**config.mk**
```make
export PLATFORM = sky130hd
export DESIGN_NAME = rtcac_core
export DESIGN_NICKNAME = d
export VERILOG_FILES = /design/src/rtcac_mem.v /design/src/rtcac_core.v
export VERILOG_INCLUDE_DIRS = /design/src /design/src/src
export SDC_FILE = /design/constraint.sdc
export NUM_CORES = 2
export LEC_CHECK = 0
export ABC_CLOCK_PERIOD_IN_PS = 18900
export BUFFER_PORTS_ARGS = -buffer_cell sky130_fd_sc_hd__buf_2
export CORE_MARGIN = 2
export CORE_UTILIZATION = 45
export CTS_BUF_LIST = sky130_fd_sc_hd__clkbuf_8
export CTS_CLUSTER_DIAMETER = 200
export DETAILED_ROUTE_END_ITERATION = 16
export PLACE_DENSITY = 0.72
export SLEW_MARGIN = 10
export SYNTH_ARGS = -nofsm -noshare
export SYNTH_HDL_FRONTEND = slang
export SYNTH_SLANG_ARGS = --single-unit
```
**constraint.sdc**
```tcl
create_clock -name clk_in -period 18.9 [get_ports clk_in]
set_input_delay 1.89 -clock clk_in [delete_from_list [all_inputs] [get_ports clk_in]]
set_output_delay 1.89 -clock clk_in [all_outputs]
set_load 0.01 [all_outputs]
```
**src/rtcac_defs.vh**
```
`ifndef RTCAC_DEFS_VH
`define RTCAC_DEFS_VH
// Memory geometry
`define RTCAC_BLOCKS     8'd80
`define RTCAC_CNT_BLK    8'd79
`define RTCAC_BLK_W      32
// UID generation code
`define RTCAC_GEN_CODE   2'b01
// Request flag positions
`define RTCAC_FB_INV     2
`define RTCAC_FB_AFI     4
`define RTCAC_FB_SEL     4
`define RTCAC_FB_ADR     5
`define RTCAC_FB_OPT     6
// Response flags
`define RTCAC_FL_OK      8'h00
`define RTCAC_FL_ERR     8'h01
// Error codes
`define RTCAC_ERR_NSUP   8'h01
`define RTCAC_ERR_GEN    8'h0f
`define RTCAC_ERR_NAV    8'h10
`define RTCAC_ERR_LKD    8'h11
`define RTCAC_ERR_LCH    8'h12
`define RTCAC_ERR_LKF    8'h14
// Command codes
`define RTCAC_C_INV      8'h01
`define RTCAC_C_QUIET    8'h02
`define RTCAC_C_RD1      8'h20
`define RTCAC_C_WR1      8'h21
`define RTCAC_C_LOCK     8'h22
`define RTCAC_C_RDM      8'h23
`define RTCAC_C_SEL      8'h25
`define RTCAC_C_RTR      8'h26
`define RTCAC_C_WAFI     8'h27
`define RTCAC_C_LAFI     8'h28
`define RTCAC_C_WDSF     8'h29
`define RTCAC_C_LDSF     8'h2a
`define RTCAC_C_SYS      8'h2b
`define RTCAC_C_MSEC     8'h2c
`define RTCAC_C_RND      8'hb2
`define RTCAC_C_SETPW    8'hb3
`define RTCAC_C_SQP      8'hbc
`define RTCAC_C_RSIG     8'hbd
`define RTCAC_CUST_LO    8'ha0
`define RTCAC_CUST_HI    8'hdf
// Password identifiers
`define RTCAC_PID_RD     8'h01
`define RTCAC_PID_WR     8'h02
`define RTCAC_PID_PRV    8'h04
`define RTCAC_PID_DST    8'h08
`define RTCAC_PID_EAS    8'h10
// Delivered password values
`define RTCAC_PW_DEF_LO  32'h00000000
`define RTCAC_PW_DEF_HI  32'h0f0f0f0f
// Random generator seed
`define RTCAC_LFSR_SEED  16'hace1
// Tag states
`define RTCAC_ST_READY   2'd0
`define RTCAC_ST_SEL     2'd1
`define RTCAC_ST_QUIET   2'd2
`define RTCAC_ST_PQ      2'd3
// Stream modes
`define RTCAC_SM_IDLE    2'd0
`define RTCAC_SM_RD      2'd1
`define RTCAC_SM_SEC     2'd2
`define RTCAC_SM_SIG     2'd3
`endif

```
**src/rtcac_mem.v**
```verilog
`timescale 1ns/1ps
`default_nettype none
`include "rtcac_defs.vh"
module rtcac_mem (
  // Clock and reset
  input  wire        clk_in,
  input  wire        reset_in,
  // Write side
  input  wire        we_in,
  input  wire        lock_we_in,
  input  wire [7:0]  waddr_in,
  input  wire [31:0] wdata_in,
  // Read side
  input  wire [7:0]  raddr_in,
  output wire [31:0] rdata_out,
  output wire        rlock_out
);
  reg [`RTCAC_BLK_W-1:0] mem_r [0:79];
  reg [79:0]             lock_r;
  wire [6:0]             wa;
  wire [6:0]             ra;

  assign wa = waddr_in[6:0];
  assign ra = raddr_in[6:0];
  // Core range-checks before reading
  assign rdata_out = mem_r[ra];
  assign rlock_out = lock_r[ra];

  // Non-volatile array, no reset
  always @(posedge clk_in) begin
    if (we_in)
      mem_r[wa] <= wdata_in;
  end

  always @(posedge clk_in or posedge reset_in) begin
    if (reset_in)
      lock_r <= 80'h0;
    else if (lock_we_in)
      lock_r[wa] <= 1'b1;
  end
endmodule // rtcac_mem
`default_nettype wire

```
**src/rtcac_core.v**
```verilog
`timescale 1ns/1ps
`default_nettype none
`include "rtcac_defs.vh"
// Notes on behaviour
// RULE1: UID comes from parameters; no command writes it.
// RULE2: Protocol UID bit n sits at vector index n-1.
// RULE3: Tag type in UID bits 41-48, maker code in 49-56.
// RULE4: UID bits 37 and 36 hold the generation code.
// RULE5: Hidden 32-byte signature, read only by its own command.
// RULE6: Read, write and EAS/AFI passwords reset to 00h bytes.
// RULE7: Privacy and destroy passwords reset to 0Fh bytes.
// RULE8: Delivered: no page protection, privacy off, EAS/AFI guard off.
// RULE9: Quiet plus persistent: quiet now, persistent quiet at power-up.
// RULE10: No inventory reply in privacy or destroyed mode.
// RULE11: Single read of read-protected page needs read password.
// RULE12: Single write to protected page needs its password.
// RULE13: Block lock on protected page needs its password.
// RULE14: Block 79 is the counter: no lock, special read/write.
// RULE15: Multiple read needs read password if any block protected.
// RULE16: Reset-to-ready also leaves persistent quiet.
// RULE17: Option flag clear or set accepted on these commands.
// RULE18: AFI write and lock need EAS/AFI password when guarded.
// RULE19: Custom commands work in every addressing mode; non-addressed set password here is not supported, except privacy ID.
// RULE20: Standard commands follow vicinity protocol behaviour.
// RULE21: Reader puts maker code after custom command byte.
// RULE22: 80 blocks of 4 bytes; last is counter, zero, protect flag.
// RULE23: After a wrong password nothing runs until field drops.
// RULE24: Errors set the error flag, carry one-byte error code.
module rtcac_core #(
  parameter [7:0]   UID_TOP   = 8'ha5,   // Arbitrary value
  parameter [7:0]   MFG_CODE  = 8'h5a,   // Arbitrary value
  parameter [7:0]   TAG_TYPE  = 8'h3c,   // Arbitrary value
  parameter [39:0]  SERIAL    = 40'h0,   // Arbitrary value
  parameter [255:0] SIGNATURE = 256'h0   // Arbitrary value
) (
  // Clock and reset
  input  wire        clk_in,
  input  wire        reset_in,
  // Analog front end pins
  input  wire        field_in,
  input  wire        pq_retain_in,
  // Decoded request
  input  wire        cmd_valid_in,
  input  wire [7:0]  cmd_flags_in,
  input  wire [7:0]  cmd_code_in,
  input  wire [7:0]  cmd_mfg_in,
  input  wire [63:0] cmd_uid_in,
  input  wire [7:0]  cmd_blk_in,
  input  wire [7:0]  cmd_cnt_in,
  input  wire [31:0] cmd_data_in,
  input  wire [7:0]  cmd_pid_in,
  input  wire [7:0]  cmd_afi_in,
  // Configuration load
  input  wire        cfg_load_in,
  input  wire [7:0]  cfg_page_in,
  input  wire [1:0]  cfg_rd_counter_protect_flag_in,
  input  wire [1:0]  cfg_wr_counter_protect_flag_in,
  input  wire        cfg_privacy_in,
  input  wire        cfg_destroyed_in,
  input  wire        cfg_eas_counter_protect_flag_in,
  input  wire [7:0]  cfg_pid_in,
  input  wire [31:0] cfg_pwd_in,
  // Response
  output reg         rsp_valid_out,
  output reg  [7:0]  rsp_flags_out,
  output reg  [7:0]  rsp_err_out,
  output reg  [63:0] rsp_data_out,
  output reg  [15:0] rsp_aux_out,
  output reg         rsp_lock_out,
  output reg         rsp_last_out,
  // Status
  output wire [1:0]  tag_state_out,
  output wire        halted_out
);
  localparam [1:0] ST_READY = `RTCAC_ST_READY;
  localparam [1:0] ST_SEL   = `RTCAC_ST_SEL;
  localparam [1:0] ST_QUIET = `RTCAC_ST_QUIET;
  localparam [1:0] ST_PQ    = `RTCAC_ST_PQ;
  localparam [1:0] SM_IDLE  = `RTCAC_SM_IDLE;
  localparam [1:0] SM_RD    = `RTCAC_SM_RD;
  localparam [1:0] SM_SEC   = `RTCAC_SM_SEC;
  localparam [1:0] SM_SIG   = `RTCAC_SM_SIG;

  wire [63:0] uid;
  assign uid = {UID_TOP, MFG_CODE, TAG_TYPE, SERIAL[39:37],  // RULE1 RULE3
                `RTCAC_GEN_CODE, SERIAL[34:0]};              // RULE2 RULE4

  reg        f_m_r, f_s_r, f_d_r, r_m_r, r_s_r;
  reg  [1:0] st_r, sm_r;
  reg        pqp_r, halt_r, opt_r;
  reg        pw_rd_r, pw_wr_r, pw_eas_r, pw_prv_r;
  reg [31:0] pwd_rd_r, pwd_wr_r, pwd_eas_r, pwd_prv_r, pwd_dst_r;
  reg  [7:0] page_r, afi_r, dsfid_r, idx_r, left_r;
  reg  [1:0] rdprot_r, wrprot_r;
  reg        prv_r, dstr_r, easp_r, afi_lk_r, dsf_lk_r;
  reg [15:0] cnt_r, lfsr_r, rnd_r;
  reg        cprot_r;
  reg        we_r, lk_we_r;
  reg  [7:0] wa_r;
  reg [31:0] wd_r;
  reg [31:0] pw_ref;

  // Two-stage pin sync
  always @(posedge clk_in or posedge reset_in) begin
    if (reset_in) begin
      f_m_r <= 1'b0;
      f_s_r <= 1'b0;
      f_d_r <= 1'b0;
      r_m_r <= 1'b0;
      r_s_r <= 1'b0;
    end else begin
      f_m_r <= field_in;
      f_s_r <= f_m_r;
      f_d_r <= f_s_r;
      r_m_r <= pq_retain_in;
      r_s_r <= r_m_r;
    end
  end

  wire power_up = f_s_r & ~f_d_r;

  // Request decode
  wire       inv   = cmd_flags_in[`RTCAC_FB_INV];
  wire       adr   = ~inv & cmd_flags_in[`RTCAC_FB_ADR];
  wire       selfl = ~inv & cmd_flags_in[`RTCAC_FB_SEL];
  wire       opt   = cmd_flags_in[`RTCAC_FB_OPT];
  wire       cust  = (cmd_code_in >= `RTCAC_CUST_LO) &
                     (cmd_code_in <= `RTCAC_CUST_HI);
  wire       mfg_ok = ~cust | (cmd_mfg_in == MFG_CODE);  // RULE21
  wire       uid_ok = ~adr | (cmd_uid_in == uid);
  wire       quiet  = (st_r == ST_QUIET) | (st_r == ST_PQ);
  // Same gate for standard and custom codes
  wire       mode_ok = (~quiet | adr) & (~selfl | st_r == ST_SEL); // RULE19
  wire       live = cmd_valid_in & f_s_r & ~halt_r & ~dstr_r &
                    (sm_r == SM_IDLE) & uid_ok & mfg_ok & mode_ok &
                    ~(prv_r & cmd_code_in != `RTCAC_C_RND);
  wire       afi_hit = ~cmd_flags_in[`RTCAC_FB_AFI] |
                       (cmd_afi_in == 8'h00) | (cmd_afi_in == afi_r);

  // Page protection checks
  wire [7:0] b     = cmd_blk_in;
  wire       hi    = b >= page_r;
  wire       rd_ok = ~rdprot_r[hi] | pw_rd_r;
  wire       wr_ok = wrprot_r[hi] ? pw_wr_r : rd_ok;
  wire       bad_b = b >= `RTCAC_BLOCKS;
  wire [8:0] last  = {1'b0, b} + {1'b0, cmd_cnt_in};
  wire       bad_m = last >= {1'b0, `RTCAC_BLOCKS};
  wire       mr_ok = pw_rd_r | ~((b < page_r & rdprot_r[0]) |
                     (last >= {1'b0, page_r} & rdprot_r[1]));
  wire       c_ok  = ~cprot_r | pw_rd_r;
  wire       m_cnt = last >= {1'b0, `RTCAC_CNT_BLK};
  wire [7:0] pq_b  = cmd_data_in[7:0];

  // Memory read path shared by single and multiple reads
  wire [7:0]  raddr = (sm_r == SM_IDLE) ? b : idx_r;
  wire [31:0] mrd;
  wire        mlk;
  wire        is_cnt = raddr == `RTCAC_CNT_BLK;
  wire [31:0] word = is_cnt ? {7'h0, cprot_r, 8'h00, cnt_r} : mrd; // RULE22
  wire        wlk  = mlk & ~is_cnt;

  rtcac_mem u_mem (
    .clk_in     (clk_in),
    .reset_in   (reset_in),
    .we_in      (we_r),
    .lock_we_in (lk_we_r),
    .waddr_in   (wa_r),
    .wdata_in   (wd_r),
    .raddr_in   (raddr),
    .rdata_out  (mrd),
    .rlock_out  (mlk)
  );

  always @* begin
    case (cmd_pid_in)
      `RTCAC_PID_RD:  pw_ref = pwd_rd_r;
      `RTCAC_PID_WR:  pw_ref = pwd_wr_r;
      `RTCAC_PID_PRV: pw_ref = pwd_prv_r;
      `RTCAC_PID_DST: pw_ref = pwd_dst_r;
      default:        pw_ref = pwd_eas_r;
    endcase
  end
  wire pw_match = (cmd_data_in ^ {rnd_r, rnd_r}) == pw_ref;
  wire pid_ok   = (cmd_pid_in == `RTCAC_PID_RD) |
                  (cmd_pid_in == `RTCAC_PID_WR) |
                  (cmd_pid_in == `RTCAC_PID_PRV) |
                  (cmd_pid_in == `RTCAC_PID_DST) |
                  (cmd_pid_in == `RTCAC_PID_EAS);

  task send;
    input       err;
    input [7:0] ec;
    input [63:0] d;
    begin
      rsp_valid_out <= 1'b1;
      rsp_flags_out <= err ? `RTCAC_FL_ERR : `RTCAC_FL_OK;  // RULE24
      rsp_err_out   <= err ? ec : 8'h00;
      rsp_data_out  <= d;
      rsp_aux_out   <= {afi_r, dsfid_r};
      rsp_lock_out  <= 1'b0;
      rsp_last_out  <= 1'b1;
    end
  endtask

  always @(posedge clk_in or posedge reset_in) begin
    if (reset_in) begin
      st_r <= ST_READY;
      sm_r <= SM_IDLE;
      pqp_r <= 1'b0;
      halt_r <= 1'b0;
      opt_r <= 1'b0;
      pw_rd_r <= 1'b0;
      pw_wr_r <= 1'b0;
      pw_eas_r <= 1'b0;
      pw_prv_r <= 1'b0;
      pwd_rd_r <= `RTCAC_PW_DEF_LO; // RULE6
      pwd_wr_r <= `RTCAC_PW_DEF_LO; // RULE6
      pwd_eas_r <= `RTCAC_PW_DEF_LO; // RULE6
      pwd_prv_r <= `RTCAC_PW_DEF_HI; // RULE7
      pwd_dst_r <= `RTCAC_PW_DEF_HI; // RULE7
      page_r <= 8'h00;
      rdprot_r <= 2'b00; // RULE8
      wrprot_r <= 2'b00; // RULE8
      prv_r <= 1'b0; // RULE8
      easp_r <= 1'b0; // RULE8
      dstr_r <= 1'b0;
      afi_r <= 8'h00;
      dsfid_r <= 8'h00;
      afi_lk_r <= 1'b0;
      dsf_lk_r <= 1'b0;
      idx_r <= 8'h00;
      left_r <= 8'h00;
      cnt_r <= 16'h0000;
      cprot_r <= 1'b0;
      lfsr_r <= `RTCAC_LFSR_SEED;
      rnd_r <= 16'h0000;
      we_r <= 1'b0;
      lk_we_r <= 1'b0;
      wa_r <= 8'h00;
      wd_r <= 32'h0;
      rsp_valid_out <= 1'b0;
      rsp_flags_out <= 8'h00;
      rsp_err_out <= 8'h00;
      rsp_data_out <= 64'h0;
      rsp_aux_out <= 16'h0000;
      rsp_lock_out <= 1'b0;
      rsp_last_out <= 1'b0;
    end else begin
      rsp_valid_out <= 1'b0;
      we_r <= 1'b0;
      lk_we_r <= 1'b0;
      lfsr_r <= {lfsr_r[14:0],
                 lfsr_r[15] ^ lfsr_r[13] ^ lfsr_r[12] ^ lfsr_r[10]};
      if (~f_s_r) begin
        // Field gone: volatile state lost, marker kept
        st_r <= ST_READY;
        sm_r <= SM_IDLE;
        halt_r <= 1'b0;                                   // RULE23
        pw_rd_r <= 1'b0;
        pw_wr_r <= 1'b0;
        pw_eas_r <= 1'b0;
        pw_prv_r <= 1'b0;
      end else if (power_up) begin
        st_r <= (pqp_r & r_s_r) ? ST_PQ : ST_READY;       // RULE9
        pqp_r <= pqp_r & r_s_r;
      end else if (sm_r != SM_IDLE) begin
        // Streams block new requests until the last word
        send(1'b0, 8'h00, 64'h0);
        rsp_last_out <= left_r == 8'h00;
        if (sm_r == SM_RD) begin
          rsp_data_out <= {32'h0, word};
          rsp_lock_out <= opt_r & wlk;                    // RULE17
        end else if (sm_r == SM_SEC) begin
          rsp_lock_out <= wlk;                            // RULE20
        end else begin
          rsp_data_out <= {32'h0,
                           SIGNATURE[{idx_r[2:0], 5'b0} +: 32]}; // RULE5
        end
        idx_r <= idx_r + 8'h01;
        left_r <= left_r - 8'h01;
        if (left_r == 8'h00)
          sm_r <= SM_IDLE;
      end else if (live) begin
        opt_r <= opt;
        case (cmd_code_in)
          `RTCAC_C_INV: begin
            if (inv & ~prv_r & ~dstr_r & ~quiet & afi_hit) // RULE10 RULE20
              send(1'b0, 8'h00, uid);
          end
          `RTCAC_C_QUIET: begin
            if (adr)
              st_r <= ST_QUIET; // RULE20
          end
          `RTCAC_C_RD1: begin
            if (bad_b)
              send(1'b1, `RTCAC_ERR_NAV, 64'h0);
            else if (is_cnt ? ~c_ok : ~rd_ok)             // RULE11 RULE14
              send(1'b1, `RTCAC_ERR_GEN, 64'h0);
            else begin
              send(1'b0, 8'h00, {32'h0, word});
              rsp_lock_out <= opt & wlk;                  // RULE17
            end
          end
          `RTCAC_C_WR1: begin
            if (bad_b)
              send(1'b1, `RTCAC_ERR_NAV, 64'h0);
            else if (is_cnt) begin
              // 1 counts up; other values preset
              if (cmd_data_in == 32'h1 && c_ok) begin     // RULE14
                cnt_r <= cnt_r + 16'h0001;
                send(1'b0, 8'h00, 64'h0);
              end else if (cmd_data_in != 32'h1 && pw_wr_r) begin
                cnt_r <= cmd_data_in[15:0];
                cprot_r <= cmd_data_in[24];
                send(1'b0, 8'h00, 64'h0);
              end else
                send(1'b1, `RTCAC_ERR_GEN, 64'h0);
            end else if (mlk)
              send(1'b1, `RTCAC_ERR_LCH, 64'h0);
            else if (~wr_ok) // RULE12
              send(1'b1, `RTCAC_ERR_GEN, 64'h0);
            else begin
              we_r <= 1'b1;
              wa_r <= b;
              wd_r <= cmd_data_in;
              send(1'b0, 8'h00, 64'h0);
            end
          end
          `RTCAC_C_LOCK: begin
            if (bad_b)
              send(1'b1, `RTCAC_ERR_NAV, 64'h0);
            else if (is_cnt) // RULE14
              send(1'b1, `RTCAC_ERR_LKF, 64'h0);
            else if (mlk)
              send(1'b1, `RTCAC_ERR_LKD, 64'h0);
            else if (~wr_ok) // RULE13
              send(1'b1, `RTCAC_ERR_GEN, 64'h0);
            else begin
              lk_we_r <= 1'b1;
              wa_r <= b;
              send(1'b0, 8'h00, 64'h0);
            end
          end
          `RTCAC_C_RDM, `RTCAC_C_MSEC: begin
            if (bad_m)
              send(1'b1, `RTCAC_ERR_NAV, 64'h0);
            else if (cmd_code_in == `RTCAC_C_RDM &&
                     (~mr_ok || (m_cnt && ~c_ok)))        // RULE15
              send(1'b1, `RTCAC_ERR_GEN, 64'h0);
            else begin
              sm_r <= (cmd_code_in == `RTCAC_C_RDM) ? SM_RD : SM_SEC;
              idx_r <= b;
              left_r <= cmd_cnt_in;
            end
          end
          `RTCAC_C_SEL: begin
            if (adr) begin
              st_r <= ST_SEL; // RULE20
              send(1'b0, 8'h00, 64'h0);
            end
          end
          `RTCAC_C_RTR: begin
            st_r <= ST_READY; // RULE16
            pqp_r <= 1'b0;
            send(1'b0, 8'h00, 64'h0);
          end
          `RTCAC_C_WAFI, `RTCAC_C_LAFI: begin
            if (easp_r & ~pw_eas_r) // RULE18
              send(1'b1, `RTCAC_ERR_GEN, 64'h0);
            else if (afi_lk_r)
              send(1'b1, `RTCAC_ERR_LCH, 64'h0);
            else begin
              if (cmd_code_in == `RTCAC_C_WAFI)
                afi_r <= pq_b;
              else
                afi_lk_r <= 1'b1;
              send(1'b0, 8'h00, 64'h0);
            end
          end
          `RTCAC_C_WDSF, `RTCAC_C_LDSF: begin
            if (dsf_lk_r)
              send(1'b1, `RTCAC_ERR_LCH, 64'h0);
            else begin
              if (cmd_code_in == `RTCAC_C_WDSF)
                dsfid_r <= pq_b;
              else
                dsf_lk_r <= 1'b1;
              send(1'b0, 8'h00, 64'h0);
            end
          end
          `RTCAC_C_SYS: send(1'b0, 8'h00, uid);           // RULE20
          `RTCAC_C_RND: begin
            rnd_r <= lfsr_r;
            send(1'b0, 8'h00, {48'h0, lfsr_r});
          end
          `RTCAC_C_SETPW: begin
            if (~pid_ok || (~adr && ~selfl &&
                            cmd_pid_in != `RTCAC_PID_PRV))
              send(1'b1, `RTCAC_ERR_NSUP, 64'h0);
            else if (~pw_match) begin
              halt_r <= 1'b1; // RULE23
              send(1'b1, `RTCAC_ERR_GEN, 64'h0);
            end else begin
              if (cmd_pid_in == `RTCAC_PID_RD)
                pw_rd_r <= 1'b1;
              if (cmd_pid_in == `RTCAC_PID_WR)
                pw_wr_r <= 1'b1;
              if (cmd_pid_in == `RTCAC_PID_EAS)
                pw_eas_r <= 1'b1;
              if (cmd_pid_in == `RTCAC_PID_PRV)
                pw_prv_r <= 1'b1;
              send(1'b0, 8'h00, 64'h0);
            end
          end
          `RTCAC_C_SQP: begin
            st_r <= ST_QUIET; // RULE9
            pqp_r <= 1'b1;
          end
          `RTCAC_C_RSIG: begin
            sm_r <= SM_SIG; // RULE5
            idx_r <= 8'h00;
            left_r <= 8'h07;
          end
          default: begin
            if (~inv)
              send(1'b1, `RTCAC_ERR_NSUP, 64'h0);
          end
        endcase
      end
      if (cfg_load_in) begin
        page_r <= cfg_page_in;
        rdprot_r <= cfg_rd_counter_protect_flag_in;
        wrprot_r <= cfg_wr_counter_protect_flag_in;
        prv_r <= cfg_privacy_in;
        dstr_r <= cfg_destroyed_in;
        easp_r <= cfg_eas_counter_protect_flag_in;
        if (cfg_pid_in == `RTCAC_PID_RD)
          pwd_rd_r <= cfg_pwd_in;
        if (cfg_pid_in == `RTCAC_PID_WR)
          pwd_wr_r <= cfg_pwd_in;
        if (cfg_pid_in == `RTCAC_PID_EAS)
          pwd_eas_r <= cfg_pwd_in;
        if (cfg_pid_in == `RTCAC_PID_PRV)
          pwd_prv_r <= cfg_pwd_in;
        if (cfg_pid_in == `RTCAC_PID_DST)
          pwd_dst_r <= cfg_pwd_in;
      end
    end
  end

  assign tag_state_out = st_r;
  assign halted_out    = halt_r;
endmodule // rtcac_core
`default_nettype wire

```
# After elaboration in Yosys (flattened, before gate mapping)
# Memory sizes are Yosys's and may differ from the RTL's.
# Index checks and enable logic that the tools add are counted.
[word_totals]
ff_bits = 493
mem_count = 1
rom_bits = 0
latch_bits = 0
ram_bits = 2560
[classes]
shift = 1
magnitude_cmp = 12
eq_ne = 73
mul = 0
n_div = 0
add_sub_neg = 4
mux = 191
reduce_logical = 54
bitwise = 73
[mem_list]
columns = ["memory", "depth", "width", "rd", "rd_ports_with_merged_regs", "wr", "line_no", "source"]
rows = [
  ["u_mem.mem_r", 80, 32, 1, 0, 1, "rtcac_mem.v:18", "reg [`RTCAC_BLK_W-1:0] mem_r [0:79];"],
]
[op_table]
columns = ["op", "n"]
rows = [
  ["$pmux 64 s8", 1],
  ["$mux 64", 7],
  ["$shiftx 256x9->32 const A", 1],
  ["$mux 8", 26],
  ["$pmux 8 s11", 2],
  ["$mux 32", 5],
  ["$mux 16", 9],
  ["$pmux 32 s4", 1],
  ["$mux 1", 100],
  ["$eq 8x6->1 const B", 12],
  ["$or 80x80->80", 1],
  ["$pmux 16 s5", 1],
  ["$eq 64x64->1 const B", 1],
  ["$reduce_and 8->1", 6],
  ["$mux 5", 8],
  ["$eq 32x1->1 const B", 1],
  ["$eq 32x32->1", 1],
  ["$eq 8x8->1 const B", 4],
  ["$ne 32x1->1 const B", 1],
  ["$pmux 8 s2", 2],
  ["$xor 32x32->32", 1],
  ["$mux 2", 15],
  ["$not 1->1", 28],
  ["$reduce_and 7->1", 4],
  ["other kinds (64)", 170],
]

# Longest topological paths before layout
[logic_depth]
depth_word = 16
depth_mapped = 18

# By module
# A second synthesis with hierarchy kept.
[unflattened]
cells_unflattened = 6250
area_unflattened_um2 = 121032.3
[by_module_without_submodules]
columns = ["module", "instances", "area_each_um2", "cells_each", "seq_area_each_um2"]
rows = [
  ["rtcac_mem", 1, 101339.7, 4497, 78875.6],
  ["rtcac_core", 1, 19692.6, 1753, 9384.0],
]

# Worst setup path after synthesis
# Ideal clock, no wire load.
[synth_path]
kind = "input to register"
from = "input port cmd_blk_in[0]"
to = "register rsp_aux_out[10]"
slack_ns = 13.412
setup_time_ns = 0.125
n_path_buf = 2
required_time_ns = 18.775
stages = 17
arrival_time_ns = 5.363
path_cell_list = "ha_1 -> fa_1 -> a211o_1 -> a2111o_1 -> o311a_1 -> inv_1 -> ha_1 -> nand4_1 -> nor2_1 -> a2111oi_0 -> o21ai_0 -> a211oi_1 -> o211ai_1 -> nor3b_1 -> clkbuf_1 -> buf_2 -> mux2_2"
[synth_between]
elab_chain_cells = 11
[synth_rtl]
columns = ["item", "line_no", "source"]
rows = [
  ["start, declared", "rtcac_core.v:48", "input wire [7:0] cmd_blk_in,"],
  ["$add 8x8->9", "rtcac_core.v:146", "wire [8:0] last = {1'b0, b} + {1'b0, cmd_cnt_in};"],
  ["$ge 9x8->1", "rtcac_core.v:149", "(last >= {1'b0, page_r} & rdprot_r[1]));"],
  ["$and 1x1->1", "rtcac_core.v:149", ""],
  ["$or 1x1->1", "rtcac_core.v:148", "wire mr_ok = pw_rd_r | ~((b < page_r & rdprot_r[0]) |"],
  ["$not 1->1", "rtcac_core.v:148", ""],
  ["$or 1x1->1", "rtcac_core.v:148", ""],
  ["$not 1->1", "rtcac_core.v:348", "(~mr_ok || (m_cnt && ~c_ok)))"],
  ["$logic_or 1x1->1", "rtcac_core.v:348", ""],
  ["$logic_and 1x1->1", "rtcac_core.v:347", "else if (cmd_code_in == `RTCAC_C_RDM &&"],
  ["$ne 4x4->1 (no source line)", "--", ""],
  ["$reduce_and 8->1 (no source line)", "--", ""],
  ["end signal, assigned", "rtcac_core.v:245", "rsp_aux_out <= 16'h0000;"],
  ["end, declared", "rtcac_core.v:68", "output reg [15:0] rsp_aux_out,"],
]
# Parallel ways exist; a longest one is shown, timed or not. The select of a mux whose other input is x is not followed.
# A chain may end at the register's enable or synchronous reset.

# Final worst setup path
[layout_path]
from = "input port cmd_blk_in[1]"
to = "register rsp_data_out[1]"
[layout_between]
elab_chain_cells = 12
[layout_rtl]
columns = ["item", "line_no", "source"]
rows = [
  ["branches (longest 12 deep; another with $add 8x8->9)", "--", ""],
  ["end signal, assigned", "rtcac_core.v:271", "rsp_data_out <= {32'h0, word};"],
  ["end signal, assigned", "rtcac_core.v:276", "rsp_data_out <= {32'h0,"],
  ["end, declared", "rtcac_core.v:67", "output reg [63:0] rsp_data_out,"],
]
# Several ways; the timed one is not identified. The select of a mux whose other input is x is not followed.

==> run_results.csv <==
group,metric,value,unit
layout,nets,10400,
sta,fin_crit,7.51,ns
sta,finalSetupTns,0,ns
logic_synthesis,synth.distinct_cells,96,
placed_design,gp_congestion,0.904,
grt,grt-ovfl-total,0,
critical_path,r2r_cells,14,
critical_path,end_kind,"flop",
pwr,pwr-share-seq,0.549,
critical_path,path_class,"input port to flop",
sta,tightest_slew,1.36,ns
clock_tree,insertion_delay,1.18,ns
logic_synthesis,ys.flop_type,"edfxtp_1",
layout,syn2layout_area_growth,11.5,%
clock_tree,cts_buffers,473,
routing,drc,0,
layout,seq_area,88300,µm²
critical_path,critPathLaunch,"cmd_blk_in[1]",
sta,fmax,133,MHz
clock_tree,cts_resized,0,
pwr,p_comb_frac,0.064,
logic_synthesis,ys_seq_elements,3012,
grt,antenna_found_initial,16,
flow_run,cap_violations,0,
sta,rsz0062_at_grt,"no",
layout,finish.utilization,0.505,
routing,drt_first_pass_iters,6,
routing,drt_wl_total,372000,µm
critical_path,required,19.95,ns
sta,report.final.slew_viol_count,0,
routing,ant_nets,0,
floorplanning,die_area,282000,µm²
critical_path,critPathLaunchType,"input port",
sta,whs,0.319,ns
layout,nFillCells,23000,
floorplanning,fp.dieW,531,µm
sta,relSlewSlack,0.0870,
pwr,power_density,93.8,nW/µm²
routing,drt_iter0_drc,11700,
grt,gr-usage-all-layers,0.255,
placed_design,dp_hpwl,206000,µm
routing,wire_per_inst,26.1,µm
placed_design,io_buffers,281,
routing,vias_per_cell,6.07,
clock_tree,cts_tree,"built",
critical_path,reg2reg_slack,11.63,ns
pwr,ir_drop,0.0849,mV
clock_tree,clk_path_buf_depth,4,
logic_synthesis,netlist_area,125000,µm²
floorplanning,rows,193,
critical_path,crit_fanout,85,
clock_tree,cts_setup_buffers,0,
sta,hold_viol_final,0,
logic_synthesis,postSynth.asyncResetShare,0.150,
sta,min_period_over_period,0.397,
clock_tree,holdBufCountCts,0,
clock_tree,clk_pin_slew_worst_paths,0.07,ns
pwr,sw_frac_of_total,0.237,
pwr,clkPwrFrac,0.387,
grt,grt_first_pass_wirelength,543000,µm
logic_synthesis,synth_cells,9923,
worst_hold_path,worstHoldPathType,"flop to flop",
logic_synthesis,yosysSeqAreaShare,0.705,
critical_path,rr_endpoint,"rsp_data_out[1]",
layout,multiInputGateArea,34600,µm²
sta,clock_skew,0.102,ns
clock_tree,cts_sinks,3012,
worst_hold_path,worstHoldStart,"f_m_r",
pwr,leakage,48.8,nW
sta,setup_viol,0,
layout,drive_above_1_share,0.147,
grt,first_global_vias,84800,
outcome,status,"complete, no violations",
pwr,switchingPower,0.00310,W
routing,num_vias,86700,
clock_tree,cts_root_buffer,"clkbuf_8",
logic_synthesis,yosysWarnings,0,
floorplanning,die_y,531,µm
clock_tree,cts_max_level,5,
floorplanning,initial_utilization,0.453,
worst_hold_path,whs_endpoint,"f_s_r",
critical_path,r2r-start,"sm_r[0]",
pwr,power.internal,0.00999,W
floorplanning,num_io_pins,315,
floorplanning,core_area,276000,µm²
grt,grt_max_degree,184,
logic_synthesis,avgSynthCellArea,12.6,µm²
logic_synthesis,synth-edff-count,2560,
worst_hold_path,whs_path_depth,0,
critical_path,critPathArrivalTime,8.56,ns
## per-stage QoR
step	power, W	std cells	worst slack [ns]	area [µm²]
global placement	0.00812	13400	10.40	131000
detailed placement	0.00814	13400	10.37	131000
global route	0.0135	14300	11.28	140000
floorplan	0.00784	9951	4.48	125000
finish	0.0131	14300	11.39	140000
CTS	0.0131	14300	11.53	139000
## area by class of cell
cell class	count	area share
Antenna cell	8	0.000143
Clock buffer	499	0.0492
Tap cell	3705	0.0332
Clock inverter	336	0.0119
Inverter	48	0.00135
Sequential cell	3012	0.633
Timing Repair Buffer	512	0.0236
Multi-Input combinational cell	6150	0.248
## synth_stat cells (53+ instances only)
cell / n / area (µm²)
edfxtp_1: 2560 / 76900
nand2_1: 2458 / 9230
nand3_1: 1255 / 6280
clkbuf_1: 525 / 1970
a311oi_1: 433 / 3790
dfrtp_1: 412 / 10300
mux2_2: 224 / 2520
and3_1: 214 / 1340
nor2_1: 210 / 788
a211oi_1: 155 / 1160
nor3_1: 138 / 691
buf_1: 129 / 484
a31oi_1: 101 / 632
a21oi_1: 97 / 485
o21ai_0: 95 / 475
xnor2_1: 62 / 543
nor4_1: 53 / 332
## cell usage in the layout, fill, tap and decap left out, drive strengths merged, types with 16 or more instances in the layout
cell type / count
a211oi: 155
a21boi: 16
a21o: 51
a21oi: 97
a221oi: 17
a22oi: 37
a311oi: 433
a31oi: 101
and3: 214
buf: 512
clkbuf: 499
clkinv: 174
conb: 29
dfrtp: 412
dfstp: 40
edfxtp: 2560
ha: 28
inv: 191
mux2: 253
mux2i: 21
nand2: 2460
nand3: 1255
nand3b: 34
nand4: 28
nor2: 211
nor3: 138
nor4: 53
o2111ai: 25
o211ai: 18
o21ai: 97
o21bai: 44
o22ai: 16
xnor2: 62
## routing by layer
metal,part of all wire,global-route usage,vias up
met3,0.11,0.0528,926
li1,-,-,37500
met1,0.37,0.329,43000
met5,0.00012,0,-
met4,0.054,0.136,6
met2,0.47,0.406,5262
## sequential cells by signal, summed over array words and instances (netlist names), 16 cells and up
| register | flops |
|---|---|
| lfsr_r | 16 |
| pwd_dst_r | 32 |
| pwd_wr_r | 32 |
| pwd_rd_r | 32 |
| u_mem.lock_r | 80 |
| u_mem.mem_r | 2560 |
| rsp_aux_out | 16 |
| rnd_r | 16 |
| pwd_prv_r | 32 |
| rsp_data_out | 33 |
| cnt_r | 16 |
| pwd_eas_r | 32 |
| wd_r | 32 |
## power by group through the flow
stage	combinational, W	clock (W)	sequential, W
2_1_floorplan	0.000526	0	0.00732
3_3_place_gp	0.000804	0	0.00732
3_5_place_dp	0.000823	0	0.00732
4_1_cts	0.000827	0.00511	0.00718
5_1_grt	0.000904	0.00540	0.00718
6_report	0.000837	0.00506	0.00719
## worst max-delay path, stage by stage
cell       delay (ns)
buf_2            0.25
or3b_4           0.66
nand2_8          0.45
buf_4            0.64
buf_4            0.80
buf_4            0.69
buf_4            0.70
a211oi_1         0.20
a311oi_1         0.32
a311oi_1         0.10
a31oi_1          0.63
nand3_1          0.15
nand3_1          0.30
o2111ai_1        0.29
a31oi_1          0.23
## worst max-delay path by stage
| stage | to | slack, ns |
|---|---|---|
| floorplan | afi_lk_r | 4.48 |
| CTS | rsp_data_out[11] | 11.53 |
| global placement | rsp_data_out[1] | 10.40 |
| finish | rsp_data_out[1] | 11.39 |
| global route | rsp_data_out[11] | 11.28 |
| detailed placement | rsp_data_out[1] | 10.37 |
## cells by family after synthesis
| group | share of synthesized area |
|---|---|
| AOI/OAI and AO/OA | 0.0746 |
| adders and majority gates | 0.00296 |
| DFF | 0.705 |
| buffers and inverters | 0.0257 |
| muxes | 0.0260 |
| and+or+nand+nor | 0.160 |
| other | 0.0000300 |
| xor gates and xnor gates | 0.00525 |
Note: power is estimated with default switching activity, not from simulation.
